==> src/logic/irq_resp_regs.svh <==
// Purpose: Offsets, field positions, reset values and timing counts of the interrupt response block
// Assumes: Wishbone classic slave, 32-bit data, word aligned registers
// Notes: Definitions only
`ifndef IRQ_RESP_REGS_SVH
`define IRQ_RESP_REGS_SVH

`define OFS_IRQ_ENABLE 6'h00
`define OFS_EXT_IRQ_EN 6'h04
`define OFS_PRIO0_LO 6'h08
`define OFS_PRIO0_HI 6'h0C
`define OFS_PRIO1_LO 6'h10
`define OFS_PRIO1_HI 6'h14
`define OFS_CMP_CTRL 6'h18
`define OFS_STATUS 6'h1C
`define OFS_MASK 6'h20
`define OFS_CORE_STATE 6'h24

`define BIT_GLOBAL_EN 7
`define BIT_CMP_EN 6
`define BIT_UART_EN 4
`define BIT_TMR1_EN 3
`define BIT_PWM_EN 5
`define BIT_CMP_LOW_POWER 5

`define RST_BYTE 8'h00

`define VEC_TMR1 16'h001B
`define VEC_UART 16'h0023
`define VEC_CMP 16'h0033
`define VEC_PWM 16'h006B

`define CLKS_PER_MCYC 4
`define PHASE_THREE 2'h2
`define CALL_MCYCLES 4
`define MAX_LAT_MCYCLES 12
`define MAX_LAT_CLKS (`MAX_LAT_MCYCLES * `CLKS_PER_MCYC)

`endif

==> src/logic/irq_resp_pkg.sv <==
// Purpose: Types shared by the interrupt response block
// Assumes: Four sources, four priority levels
// Notes: Source index order is the fixed arbitration ranking
package irq_resp_pkg;

	typedef enum logic [1:0] {
		SRC_TMR1,
		SRC_UART,
		SRC_CMP,
		SRC_PWM
	} irq_src_t;

	typedef struct packed {
		logic pwm;
		logic cmp;
		logic uart;
		logic tmr1;
	} src_vec_t;

	typedef struct packed {
		logic valid;
		logic [15:0] vector;
		logic [1:0] level;
	} call_req_t;

endpackage : irq_resp_pkg

==> src/logic/irq_arbiter.sv <==
// Purpose: Pick the pending source to vector from level and fixed ranking
// Assumes: Inputs already gated by enables
// Notes: Purely combinational
`timescale 1ns/1ps
`default_nettype none

module irq_arbiter
	import irq_resp_pkg::*;
(
	// Requests
	input wire logic [3:0] req_i,
	input wire logic [7:0] lvl_i,
	input wire logic [2:0] floor_i,
	// Choice
	output logic found_o,
	output irq_src_t src_o,
	output logic [1:0] level_o
);

	always_comb begin
		found_o = 1'b0;
		src_o = SRC_TMR1;
		level_o = 2'h0;
		// Highest level first, lowest index wins ties
		for (int l = 3; l >= 0; l--) begin
			for (int s = 3; s >= 0; s--) begin
				if (!found_o && req_i[s] && lvl_i[2*s +: 2] == l[1:0] && {1'b0, l[1:0]} >= floor_i) begin
					src_o = irq_src_t'(s[1:0]);
					level_o = l[1:0];
				end
			end
			if (!found_o && level_o == l[1:0] && (req_i & lvl_mask(l[1:0])) != 4'h0
				&& {1'b0, l[1:0]} >= floor_i) begin
				found_o = 1'b1;
			end
		end
	end

	function automatic logic [3:0] lvl_mask(input logic [1:0] l);
		logic [3:0] m;
		m = 4'h0;
		for (int s = 0; s < 4; s++) begin
			m[s] = (lvl_i[2*s +: 2] == l);
		end
		return m;
	endfunction : lvl_mask

endmodule : irq_arbiter

`default_nettype wire

==> src/logic/irq_response.sv <==
// Purpose: Interrupt request latching, polling, arbitration and hardware call
// Assumes: Core clock, four clocks per machine cycle, peripherals synchronous
// Notes: Wishbone classic slave for enables, priorities and interrupt status
// Overview of operation
// - Serial request inputs sampled once per machine cycle at phase three.
// - Timer 1 overflow flag set at phase three of the overflow cycle.
// - Latched flags polled only in the machine cycle after they were set.
// - Accepted request inserts a four machine cycle hardware call.
// - Pending request waits while equal or higher level handler runs.
// - Vectoring waits for the last machine cycle of the current instruction.
// - Latency from activation at most 12 machine cycles with no handler active.
// - Budget: 1 detect, 2 register access, 5 multiply or divide.
// - One machine cycle is four clocks; twelve machine cycles are 48 clocks.
// - Fixed vectors 001B, 0023, 0033 and 006B per source.
// - Ranking timer 1, serial, comparator, PWM; only timer 1 cleared by hardware.
// - Watchdog wakes power-down only when clocked from internal RC.
// - Comparator wakes only with low-power enable; others never wake.
// - Comparator request gated by bit 6 of the interrupt enable register.
//
// Local design decisions: register access over Wishbone and the placing of the registers.
`timescale 1ns/1ps
`default_nettype none
`include "irq_resp_regs.svh"

module irq_response
	import irq_resp_pkg::*;
(
	// Clock and reset
	input wire logic clk_i,
	input wire logic rst_i,
	// Wishbone slave
	input wire logic cyc_i,
	input wire logic stb_i,
	input wire logic we_i,
	input wire logic [5:0] adr_i,
	input wire logic [3:0] sel_i,
	input wire logic [31:0] dat_i,
	output logic [31:0] dat_o,
	output logic ack_o,
	// Peripheral events
	input wire logic tmr1_ovf_i,
	input wire logic tx_done_i,
	input wire logic rx_done_i,
	input wire logic cmp_event_i,
	input wire logic pwm_under_i,
	input wire logic wdt_irq_i,
	input wire logic wdt_rc_clk_i,
	// CPU core
	input wire logic last_mcyc_i,
	input wire logic reti_i,
	input wire logic power_down_i,
	output call_req_t call_o,
	output logic call_busy_o,
	output logic wake_o,
	output logic irq_o
);

	typedef enum logic [1:0] {
		ST_IDLE,
		ST_PENDING,
		ST_CALL
	} state_t;

	state_t state_r;
	state_t state_nxt;
	logic [1:0] phase_r;
	logic [2:0] call_cnt_r;
	logic [7:0] ie_r;
	logic [7:0] eie_r;
	logic [7:0] p0lo_r;
	logic [7:0] p0hi_r;
	logic [7:0] p1lo_r;
	logic [7:0] p1hi_r;
	logic [7:0] cmpc_r;
	logic [7:0] mask_r;
	src_vec_t flag_r;
	src_vec_t polled_r;
	logic tx_done_flag_r;
	logic rx_done_flag_r;
	logic [7:0] stat_r;
	logic [3:0] active_r;
	logic [1:0] active_lvl_r [4];
	call_req_t call_r;
	irq_src_t sel_src_r;
	logic ack_r;
	logic [31:0] dat_r;

	// Bus decode
	wire logic acc = cyc_i && stb_i && !ack_r;
	// Writes land on the edge at which the master samples ack high
	wire logic wr = cyc_i && stb_i && ack_r && we_i && sel_i[0];
	wire logic wr_ie = wr && adr_i == `OFS_IRQ_ENABLE;
	wire logic wr_eie = wr && adr_i == `OFS_EXT_IRQ_EN;
	wire logic wr_p0lo = wr && adr_i == `OFS_PRIO0_LO;
	wire logic wr_p0hi = wr && adr_i == `OFS_PRIO0_HI;
	wire logic wr_p1lo = wr && adr_i == `OFS_PRIO1_LO;
	wire logic wr_p1hi = wr && adr_i == `OFS_PRIO1_HI;
	wire logic wr_cmpc = wr && adr_i == `OFS_CMP_CTRL;
	wire logic wr_stat = wr && adr_i == `OFS_STATUS;
	wire logic wr_mask = wr && adr_i == `OFS_MASK;
	wire logic [7:0] wbyte = dat_i[7:0];

	// Machine cycle timing
	wire logic at_phase_three = phase_r == `PHASE_THREE;
	wire logic mcyc_end = phase_r == 2'(`CLKS_PER_MCYC - 1);

	// Source enables and levels
	wire logic gen = ie_r[`BIT_GLOBAL_EN];
	wire logic [3:0] en_vec = {eie_r[`BIT_PWM_EN], ie_r[`BIT_CMP_EN], ie_r[`BIT_UART_EN], ie_r[`BIT_TMR1_EN]};
	wire logic [1:0] lvl_tmr1 = {p0hi_r[3], p0lo_r[3]};
	wire logic [1:0] lvl_uart = {p0hi_r[4], p0lo_r[4]};
	wire logic [1:0] lvl_cmp = {p0hi_r[6], p0lo_r[6]};
	wire logic [1:0] lvl_pwm = {p1hi_r[5], p1lo_r[5]};
	wire logic [7:0] lvl_vec = {lvl_pwm, lvl_cmp, lvl_uart, lvl_tmr1};
	wire logic [3:0] req_vec = gen ? (polled_r & en_vec) : 4'h0;

	// Lowest level allowed to preempt: one above the highest in service
	function automatic logic [2:0] floor_of(input logic [3:0] act, input logic [7:0] lv);
		logic [2:0] f;
		f = 3'h0;
		for (int s = 0; s < 4; s++) begin
			if (act[s] && {1'b0, lv[2*s +: 2]} + 3'h1 > f) begin
				f = {1'b0, lv[2*s +: 2]} + 3'h1;
			end
		end
		return f;
	endfunction : floor_of

	function automatic logic [15:0] vec_of(input irq_src_t s);
		logic [15:0] v;
		unique case (s)
			SRC_TMR1: v = `VEC_TMR1;
			SRC_UART: v = `VEC_UART;
			SRC_CMP: v = `VEC_CMP;
			SRC_PWM: v = `VEC_PWM;
		endcase
		return v;
	endfunction : vec_of

	logic [2:0] active_lvl_flat_floor;
	assign active_lvl_flat_floor = floor_of(active_r, {active_lvl_r[3], active_lvl_r[2], active_lvl_r[1], active_lvl_r[0]});

	logic found;
	irq_src_t win_src;
	logic [1:0] win_lvl;

	irq_arbiter i_irq_arbiter (
		.req_i(req_vec),
		.lvl_i(lvl_vec),
		.floor_i(active_lvl_flat_floor),
		.found_o(found),
		.src_o(win_src),
		.level_o(win_lvl)
	);

	// Worst case waits out a five machine cycle instruction, inside the twelve cycle budget
	// Request may only be vectored at the end of the last machine cycle
	wire logic take = state_r == ST_PENDING && found && mcyc_end && last_mcyc_i;
	wire logic call_done = state_r == ST_CALL && mcyc_end && call_cnt_r == 3'(`CALL_MCYCLES - 1);

	always_comb begin
		state_nxt = state_r;
		unique case (state_r)
			ST_IDLE: if (mcyc_end && req_vec != 4'h0) state_nxt = ST_PENDING;
			ST_PENDING: begin
				if (take) state_nxt = ST_CALL;
				else if (req_vec == 4'h0) state_nxt = ST_IDLE;
			end
			ST_CALL: if (call_done) state_nxt = ST_IDLE;
			default: state_nxt = ST_IDLE;
		endcase
	end

	// Timer 1 flag cleared by hardware on its own vectoring
	wire logic hw_clr_tmr1 = take && win_src == SRC_TMR1;
	wire logic [3:0] evt = {pwm_under_i, cmp_event_i, tx_done_i | rx_done_i, tmr1_ovf_i};
	wire logic [3:0] sw_clr = wr_stat ? wbyte[3:0] : 4'h0;
	wire logic [3:0] hw_clr = {3'h0, hw_clr_tmr1};

	// Next flag values; each set term beats a same-cycle clear
	wire logic tmr1_flag_nxt = (at_phase_three && tmr1_ovf_i) || (flag_r.tmr1 && !sw_clr[0] && !hw_clr_tmr1);
	wire logic uart_flag_nxt = (at_phase_three && (tx_done_i || rx_done_i)) || (flag_r.uart && !sw_clr[1]);
	wire logic cmp_flag_nxt = (at_phase_three && cmp_event_i) || (flag_r.cmp && !sw_clr[2]);
	wire logic pwm_under_flag_nxt = (at_phase_three && pwm_under_i) || (flag_r.pwm && !sw_clr[3]);
	wire logic tx_done_flag_nxt = (at_phase_three && tx_done_i) || (tx_done_flag_r && !sw_clr[1]);
	wire logic rx_done_flag_nxt = (at_phase_three && rx_done_i) || (rx_done_flag_r && !sw_clr[1]);
	wire logic [3:0] flag_nxt = {pwm_under_flag_nxt, cmp_flag_nxt, uart_flag_nxt, tmr1_flag_nxt};

	// Core clock phase counter
	always_ff @(posedge clk_i) begin
		if (rst_i) phase_r <= 2'h0;
		else phase_r <= phase_r + 2'h1;
	end

	// Flags set only at the phase three edge
	always_ff @(posedge clk_i) begin
		if (rst_i) flag_r <= '0;
		else flag_r <= flag_nxt;
	end

	// Serial cause bits kept apart so software can tell transmit from receive
	always_ff @(posedge clk_i) begin
		if (rst_i) begin
			tx_done_flag_r <= 1'b0;
			rx_done_flag_r <= 1'b0;
		end else begin
			tx_done_flag_r <= tx_done_flag_nxt;
			rx_done_flag_r <= rx_done_flag_nxt;
		end
	end

	// Snapshot at machine cycle end so polling sees last cycle's flags
	always_ff @(posedge clk_i) begin
		if (rst_i) polled_r <= '0;
		else if (mcyc_end) polled_r <= flag_r & ~hw_clr;
		else if (hw_clr_tmr1) polled_r.tmr1 <= 1'b0;
	end

	// Vector and level captured at the take edge stand for the whole call
	call_req_t call_nxt;
	always_comb begin
		call_nxt = call_r;
		if (take) call_nxt = '{valid: 1'b1, vector: vec_of(win_src), level: win_lvl};
		else if (call_done) call_nxt.valid = 1'b0;
	end

	// Vectoring state machine and call counter
	always_ff @(posedge clk_i) begin
		if (rst_i) begin
			state_r <= ST_IDLE;
			call_cnt_r <= 3'h0;
			call_r <= '0;
			sel_src_r <= SRC_TMR1;
		end else begin
			state_r <= state_nxt;
			call_r <= call_nxt;
			if (take) begin
				call_cnt_r <= 3'h0;
				sel_src_r <= win_src;
			end else if (state_r == ST_CALL && mcyc_end && !call_done) begin
				call_cnt_r <= call_cnt_r + 3'h1;
			end
		end
	end

	// In-service tracking; return ends the highest level handler
	// Procedural so that a change of the stored levels also re-evaluates
	logic [3:0] top_active;
	always_comb top_active = top_of(active_r);
	function automatic logic [3:0] top_of(input logic [3:0] act);
		logic [3:0] t;
		logic [2:0] best;
		t = 4'h0;
		best = 3'h0;
		for (int s = 0; s < 4; s++) begin
			if (act[s] && {1'b0, active_lvl_r[s]} + 3'h1 > best) begin
				best = {1'b0, active_lvl_r[s]} + 3'h1;
				t = 4'h1 << s;
			end
		end
		return t;
	endfunction : top_of

	always_ff @(posedge clk_i) begin
		if (rst_i) begin
			active_r <= 4'h0;
			for (int s = 0; s < 4; s++) active_lvl_r[s] <= 2'h0;
		end else if (call_done) begin
			active_r[sel_src_r] <= 1'b1;
			active_lvl_r[sel_src_r] <= call_r.level;
		end else if (reti_i) begin
			active_r <= active_r & ~top_active;
		end
	end

	// Interrupt-style status: sticky event bits, write one to clear, set wins
	wire logic [7:0] stat_nxt = {4'h0, evt} | (stat_r & ~(wr_stat ? wbyte : 8'h00));
	always_ff @(posedge clk_i) begin
		if (rst_i) stat_r <= `RST_BYTE;
		else stat_r <= stat_nxt;
	end

	// Register file
	always_ff @(posedge clk_i) begin
		if (rst_i) begin
			ie_r <= `RST_BYTE;
			eie_r <= `RST_BYTE;
			p0lo_r <= `RST_BYTE;
			p0hi_r <= `RST_BYTE;
			p1lo_r <= `RST_BYTE;
			p1hi_r <= `RST_BYTE;
			cmpc_r <= `RST_BYTE;
			mask_r <= `RST_BYTE;
		end else begin
			if (wr_ie) ie_r <= wbyte;
			if (wr_eie) eie_r <= wbyte;
			if (wr_p0lo) p0lo_r <= wbyte;
			if (wr_p0hi) p0hi_r <= wbyte;
			if (wr_p1lo) p1lo_r <= wbyte;
			if (wr_p1hi) p1hi_r <= wbyte;
			if (wr_cmpc) cmpc_r <= {2'b00, wbyte[5:0]};
			if (wr_mask) mask_r <= wbyte;
		end
	end

	// Read mux; unmapped addresses read zero and still acknowledge
	logic [7:0] rd_byte;
	always_comb begin
		unique case (adr_i)
			`OFS_IRQ_ENABLE: rd_byte = ie_r;
			`OFS_EXT_IRQ_EN: rd_byte = eie_r;
			`OFS_PRIO0_LO: rd_byte = p0lo_r;
			`OFS_PRIO0_HI: rd_byte = p0hi_r;
			`OFS_PRIO1_LO: rd_byte = p1lo_r;
			`OFS_PRIO1_HI: rd_byte = p1hi_r;
			`OFS_CMP_CTRL: rd_byte = cmpc_r;
			`OFS_STATUS: rd_byte = stat_r;
			`OFS_MASK: rd_byte = mask_r;
			`OFS_CORE_STATE: rd_byte = {tx_done_flag_r, rx_done_flag_r, state_r, flag_r};
			default: rd_byte = 8'h00;
		endcase
	end

	always_ff @(posedge clk_i) begin
		if (rst_i) begin
			ack_r <= 1'b0;
			dat_r <= 32'h0000_0000;
		end else begin
			ack_r <= acc;
			if (acc && !we_i) dat_r <= {24'h000000, rd_byte};
		end
	end

	// Wake: comparator only with low-power enable, watchdog only on RC clock
	wire logic wake_cmp = flag_r.cmp && ie_r[`BIT_CMP_EN] && cmpc_r[`BIT_CMP_LOW_POWER];
	wire logic wake_wdt = wdt_irq_i && wdt_rc_clk_i;

	assign dat_o = dat_r;
	assign ack_o = ack_r;
	assign call_o = call_r;
	assign call_busy_o = state_r == ST_CALL;
	assign wake_o = power_down_i && (wake_cmp || wake_wdt);
	assign irq_o = (stat_r & mask_r) != 8'h00;

endmodule : irq_response

`default_nettype wire

==> config.mk <==
export PLATFORM = sky130hd
export DESIGN_NAME = irq_response
export DESIGN_NICKNAME = d
export VERILOG_FILES = /design/src/logic/irq_resp_pkg.sv /design/src/logic/irq_arbiter.sv /design/src/logic/irq_response.sv
export VERILOG_INCLUDE_DIRS = /design/src /design/src/logic
export SDC_FILE = /design/constraint.sdc
export NUM_CORES = 1
export LEC_CHECK = 0
export BUFFER_PORTS_ARGS = -buffer_cell sky130_fd_sc_hd__buf_2
export CORE_MARGIN = 2
export CORE_UTILIZATION = 40
export CTS_BUF_LIST = sky130_fd_sc_hd__clkbuf_4
export CTS_CLUSTER_DIAMETER = 150
export DETAILED_ROUTE_END_ITERATION = 12
export SYNTH_ARGS = -nofsm -noshare
export SYNTH_HDL_FRONTEND = slang
export SYNTH_SLANG_ARGS = --single-unit
==> constraint.sdc <==
create_clock -name clk_i -period 5.5 [get_ports clk_i]
set_input_delay 0.55 -clock clk_i [delete_from_list [all_inputs] [get_ports clk_i]]
set_output_delay 0.55 -clock clk_i [all_outputs]
set_load 0.02 [all_outputs]
Word level (Yosys, flattened, before mapping)
Memories as Yosys holds them, arrays and structs flattened. Index checks and enable logic that the tools add are counted.

Output and inout bits: 55. Memories: 1. Memory bits (writable): 8. Input port bits: 57. Register bits: 121.

Memories: active_lvl_r (depth 4, width 2, rd ports 4, clocked after memory_dff 0, wr ports 4, line irq_response.sv:82) `logic [1:0] active_lvl_r [4];`.

Equal/unequal tests: 35. Magnitude comparators: 10. Reductions and logical operators: 140. Mux-type cells: 69. Bitwise logic cells: 15. Add/sub/neg operators: 6.

Operator list (number): 1-bit logical AND (100); 8-bit one-hot mux with 10 select lines (1); 2-bit two-way mux (37); 16-bit one-hot mux with 4 select lines (1); 2-bit equality test (second input constant) (15); 4-bit AND (7); 4-bit two-way mux (7); 6-bit by 5-bit equality test with 1-bit output (second input constant) (4); 4-bit nonzero test (5); 8-bit AND (2); 1-bit two-way mux (16); 2-bit by 1-bit equality test with 1-bit output (second input constant) (7); 2-bit logical NOT (7); 2-bit by 1-bit adder with 3-bit output (second input constant) (4); 6-bit by 4-bit equality test with 1-bit output (second input constant) (2); 6-bit equality test (second input constant) (2); 3-bit two-way mux (4); 1-bit logical NOT (11); 3-bit greater-than comparator (3); 1-bit logical OR (8); 8-bit two-way mux (1); 8-bit inverter (1); 4-bit by 8-bit bitwise OR with 8-bit output (1); 8-bit nonzero test (1); 23 further kinds (28).

Longest topological paths before layout
An unclocked memory read counts as a cell.

Depth in word-level cells: 70. Gate-level depth with buffers: 25.

Cells and area by module
Synthesis repeated with hierarchy kept, for this count alone.

Cells, all modules: 726. Area, all modules: 6322.3 um2.

Modules (own cells, without submodules): irq_response (area each 5858.1 um2, cells an instance 659, instances 1); irq_arbiter (area each 464.2 um2, cells an instance 67, instances 1).

Worst setup path after synthesis
OpenSTA, ideal clock, no wires.

Path type: reg2reg. From: mem active_lvl_r[0][0]. To: reg polled_r[0] (netlist name). Required time: 5.430 ns. Data arrival time: 5.276 ns. Cell stages (with the launch flop): 25. Path buffers: 0. Setup slack: 0.154 ns. Cells stage by stage: edfxtp_1 ha_1 o211ai_1 ha_1 and3b_1 o211ai_4 mux2_4 ha_1 nor2b_1 or3_1 nand2_1 a21o_1 ha_1 nor2b_1 o21a_1 o211a_2 and2_1 o22a_2 o41ai_1 nand3_1 a32o_1 ha_1 inv_1 o211ai_1 a21oi_1.

RTL lines: start, declared (line irq_response.sv:82); end signal, assigned (line irq_response.sv:215) `else if (mcyc_end) polled_r <= flag_r & ~hw_clr;`; end, declared (line irq_response.sv:77) `src_vec_t polled_r;`.

==> impl_metrics.toml <==
[run_status]
status = "finished with violations"
violations = "negative setup slack"

[setup_path]
ff2ff_setup_slack_ns = -0.11
critPathMostFrequentCell = "ha_1"
path_buf_inv = 2
path_class = "reg2reg"
crit_path_max_incr_delay_ns = 0.49
critPathLaunchType = "flop"
r2r-end = "call_o[8]"
critPathSlowestCell = "edfxtp_1"
path_delay_family = "compound AO/OA/AOI/OAI gates"
crit_required_ns = 5.89
ff2ff_path_depth = 25
worst_r2r_startpoint = "active_lvl_r[0][0]"
arrival_ns = 6.00
end_kind = "flop"
crit_fanout = 4

[synthesis]
async_reset_ff_share_pct = 0
synth_edf_count = 8
ys_ff_latch = 118
syn_avg_cell_area_um2 = 8.79
synthFlopType = "dfxtp_1"
ys_types = 72
syn_inst = 711
ys_seq_area_share_pct = 39.1
yosysWarningCount = 0
netlist_area_mm2 = 0.00625

[timing]
hold_viol = 0
worstMarginPinSlew_ns = 1.11
setup_slack_ns = -0.108
setup_viol = 9
min_period_ns = 5.61
clock_skew_ns = 0.0194
relSlewSlack_pct = 26.2
clock.fmax_ghz = 0.178
rsz0062_at_grt = "true"
slew_violations = 0
fin_crit_sh_pct = 102

[die]
rows = 45
coreArea_mm2 = 0.0153
start_util_pct = 41.0
die_h_um = 129
die_w_um = 129
io-pin-count = 112
dieArea_mm2 = 0.0166

[worst_hold_path]
min_from = "cmp_event_i"
hold-path-cell-count = 3
hold_path.class = "in2reg"
min_to = "stat_r[2]"

[routing]
drtPass1Iterations = 5
via_per_inst = 5.35
drt_iter0_markers = 406
drc_errors = 0
finalWirelength_um = 16500
via_count = 5284
wire_per_inst_um = 16.7
ant_nets = 0

[placed_design]
place_congestion = 0.845
port-buffer-count = 50
place.detailed.hpwl_um = 11600
dp_slack_ns = -0.155

[clock_network]
clkLatencyLatePin_ns = 0.54
cts_tree = "yes"
cts_hold_buf = 0
htree_num_levels = 4
clk_path_buf_depth = 2
numClockSinks = 118
cts_made_buffers = 17
cts.clk_slew.worst_paths_ns = 0.10
clockRootBuffer = "clkbuf_4"

[grt]
antenna_found_initial = 1
grt_pass1_wl_um = 25600
grt_pass1_vias = 5009
grt_max_degree = 101
grt-ovfl-total = 0
grtUsageTotal_pct = 19.8

[finish]
fillers = 1491
layout-drive-gt1-share_pct = 20.7
synthToLayoutAreaGrowth_pct = 14.3
nNetsFinal = 840
fin_util_pct = 46.8

[power_and_ir_drop]
fin_total_pwr_w = 0.00159
power-per-cell-area_mw_per_mm2 = 223
leakage_nw = 2.88
ir_worst_vdd_mv = 0.117

[run]
cap_violations = 0
==> registers in the layout, indices dropped and copies added (netlist names), 6 cells and up <==
signal / cells
p1hi_r: 8
mask_r: 8
eie_r: 8
p0hi_r: 8
call_o: 8
active_lvl_r: 8
p1lo_r: 8
ie_r: 8
cmpc_r: 6
dat_o: 8
p0lo_r: 8
stat_r: 8
==> metrics by stage <==
step / TNS (ns) / cell area [um^2] / cells / hold slack, ns
3_5_place_dp: -0.704 / 6540 / 940 / 0.443
4_1_cts: -0.0179 / 6870 / 975 / 0.210
3_3_place_gp: 0 / 6540 / 940 / 0.429
5_1_grt: -3.57 / 7140 / 987 / 0.229
6_report: -0.503 / 7140 / 987 / 0.251
2_1_floorplan: 0 / 6370 / 744 / 0.417
==> final cells by class <==
class | instances | area (um^2) | share of cell area (%)
clock buffers | 21 | 158 | 2.21
clock inverters | 9 | 86.3 | 1.21
flip-flops and latches | 118 | 2440 | 34.2
well taps | 211 | 264 | 3.70
diodes | 2 | 5.00 | 0.0701
multi-input cells | 533 | 3650 | 51.1
inverters | 14 | 52.6 | 0.736
repair buffers | 79 | 482 | 6.74
==> worst max path at each step <==
stage                                   from          end  slack, ns  cells past startpoint
after floorplan           active_lvl_r[0][0]  polled_r[0]       0.15                     24
after detailed placement  active_lvl_r[0][0]  polled_r[0]      -0.15                     24
final                     active_lvl_r[0][0]    call_o[8]      -0.11                     25
after global placement    active_lvl_r[0][0]  polled_r[0]       0.02                     24
after global routing      active_lvl_r[0][0]    flag_r[0]      -0.39                     24
after CTS                 active_lvl_r[0][0]  polled_r[0]      -0.02                     24
==> power by group <==
group	leakage, nW	internal (W)	switching (W)
combinational	1.78	0.0000402	0.0000925
sequential	0.966	0.000874	0.00000992
clock	0.136	0.000274	0.000303
==> cells in the final DEF, fill, tap and decap left out, drive strengths merged, types with 6 or more instances in the layout <==
cell	synthesis	final
dfxtp	110	110
nor2	102	102
buf	40	79
mux2i	67	67
nand2	49	49
a21oi	44	44
conb	1	34
nand3	34	34
a22oi	24	24
clkbuf	39	21
ha	20	20
nor3	20	20
inv	13	13
and2	12	12
o21ai	12	12
and3	10	10
clkinv	1	8
edfxtp	8	8
o22ai	8	8
or2	8	8
a211oi	8	8
a221oi	7	7
o211ai	7	7
nand4	6	6
==> cell families after synthesis <==
family,synth area share [%]
compound gates,17.2
xor+xnor,0.140
fa+ha+maj,4.00
buf+inv,8.11
flops,39.1
mux,11.5
other cells,0.0600
simple gates,20.0
==> Yosys cell counts, drive strengths merged (3+ instances only) <==
master | count | area (um^2)
dfxtp | 110 | 2200
nor2 | 102 | 385
mux2i | 67 | 671
nand2 | 49 | 191
a21oi | 44 | 220
buf | 40 | 308
clkbuf | 39 | 146
nand3 | 34 | 170
a22oi | 24 | 180
ha | 20 | 250
nor3 | 20 | 120
inv | 13 | 48.8
and2 | 12 | 75.1
o21ai | 12 | 63.8
and3 | 10 | 62.6
a211oi | 8 | 97.6
edfxtp | 8 | 240
o22ai | 8 | 62.6
or2 | 8 | 50.1
a221oi | 7 | 61.3
o211ai | 7 | 66.3
nand4 | 6 | 37.5
a21o | 5 | 37.5
a22o | 5 | 43.8
nor2b | 5 | 31.3
a222oi | 3 | 30.0
a32oi | 3 | 26.3
mux2 | 3 | 45.0
nor3b | 3 | 22.5
nor4 | 3 | 25.0
o211a | 3 | 30.0
==> per-layer routing <==
metal / wire (um) / vias to the layer above / global-route usage [%] / share of wire, %
li1: - / 2596 / - / -
met1: 7040 / 2542 / 23.1 / 43
met2: 8610 / 129 / 36.7 / 52
met3: 603 / 17 / 3.87 / 3.7
met4: 197 / 0 / 5.88 / 1.2
met5: 0 / - / 0 / 0
==> timing repair <==
item / 4_1_cts / 5_1_grt
gates resized for setup: 11 / 34
hold endpoints to repair: 0 / 0
buffers inserted: 5 / 10
endpoints found under the setup margin: 11 / 16
pin swaps: 6 / 31
==> worst register-to-register path: stages (launching register included) <==
cell and delay [ns]:
edfxtp_1 0.49, ha_4 0.22, a211oi_2 0.29, ha_1 0.23
and3b_2 0.24, o211ai_4 0.26, mux2_4 0.35, ha_4 0.25
nor2b_4 0.13, or3_4 0.38, nand2_4 0.08, a21o_1 0.11
ha_1 0.23, nor2b_1 0.13, o21a_1 0.22, o211a_4 0.29
buf_6 0.13, a211oi_4 0.31, nor4b_2 0.11, nor3_1 0.22
o21ai_1 0.11, nand4_1 0.19, inv_1 0.12, ha_1 0.21
mux2i_1 0.13, nor2_1 0.05
(Power assumes the default switching activity.)
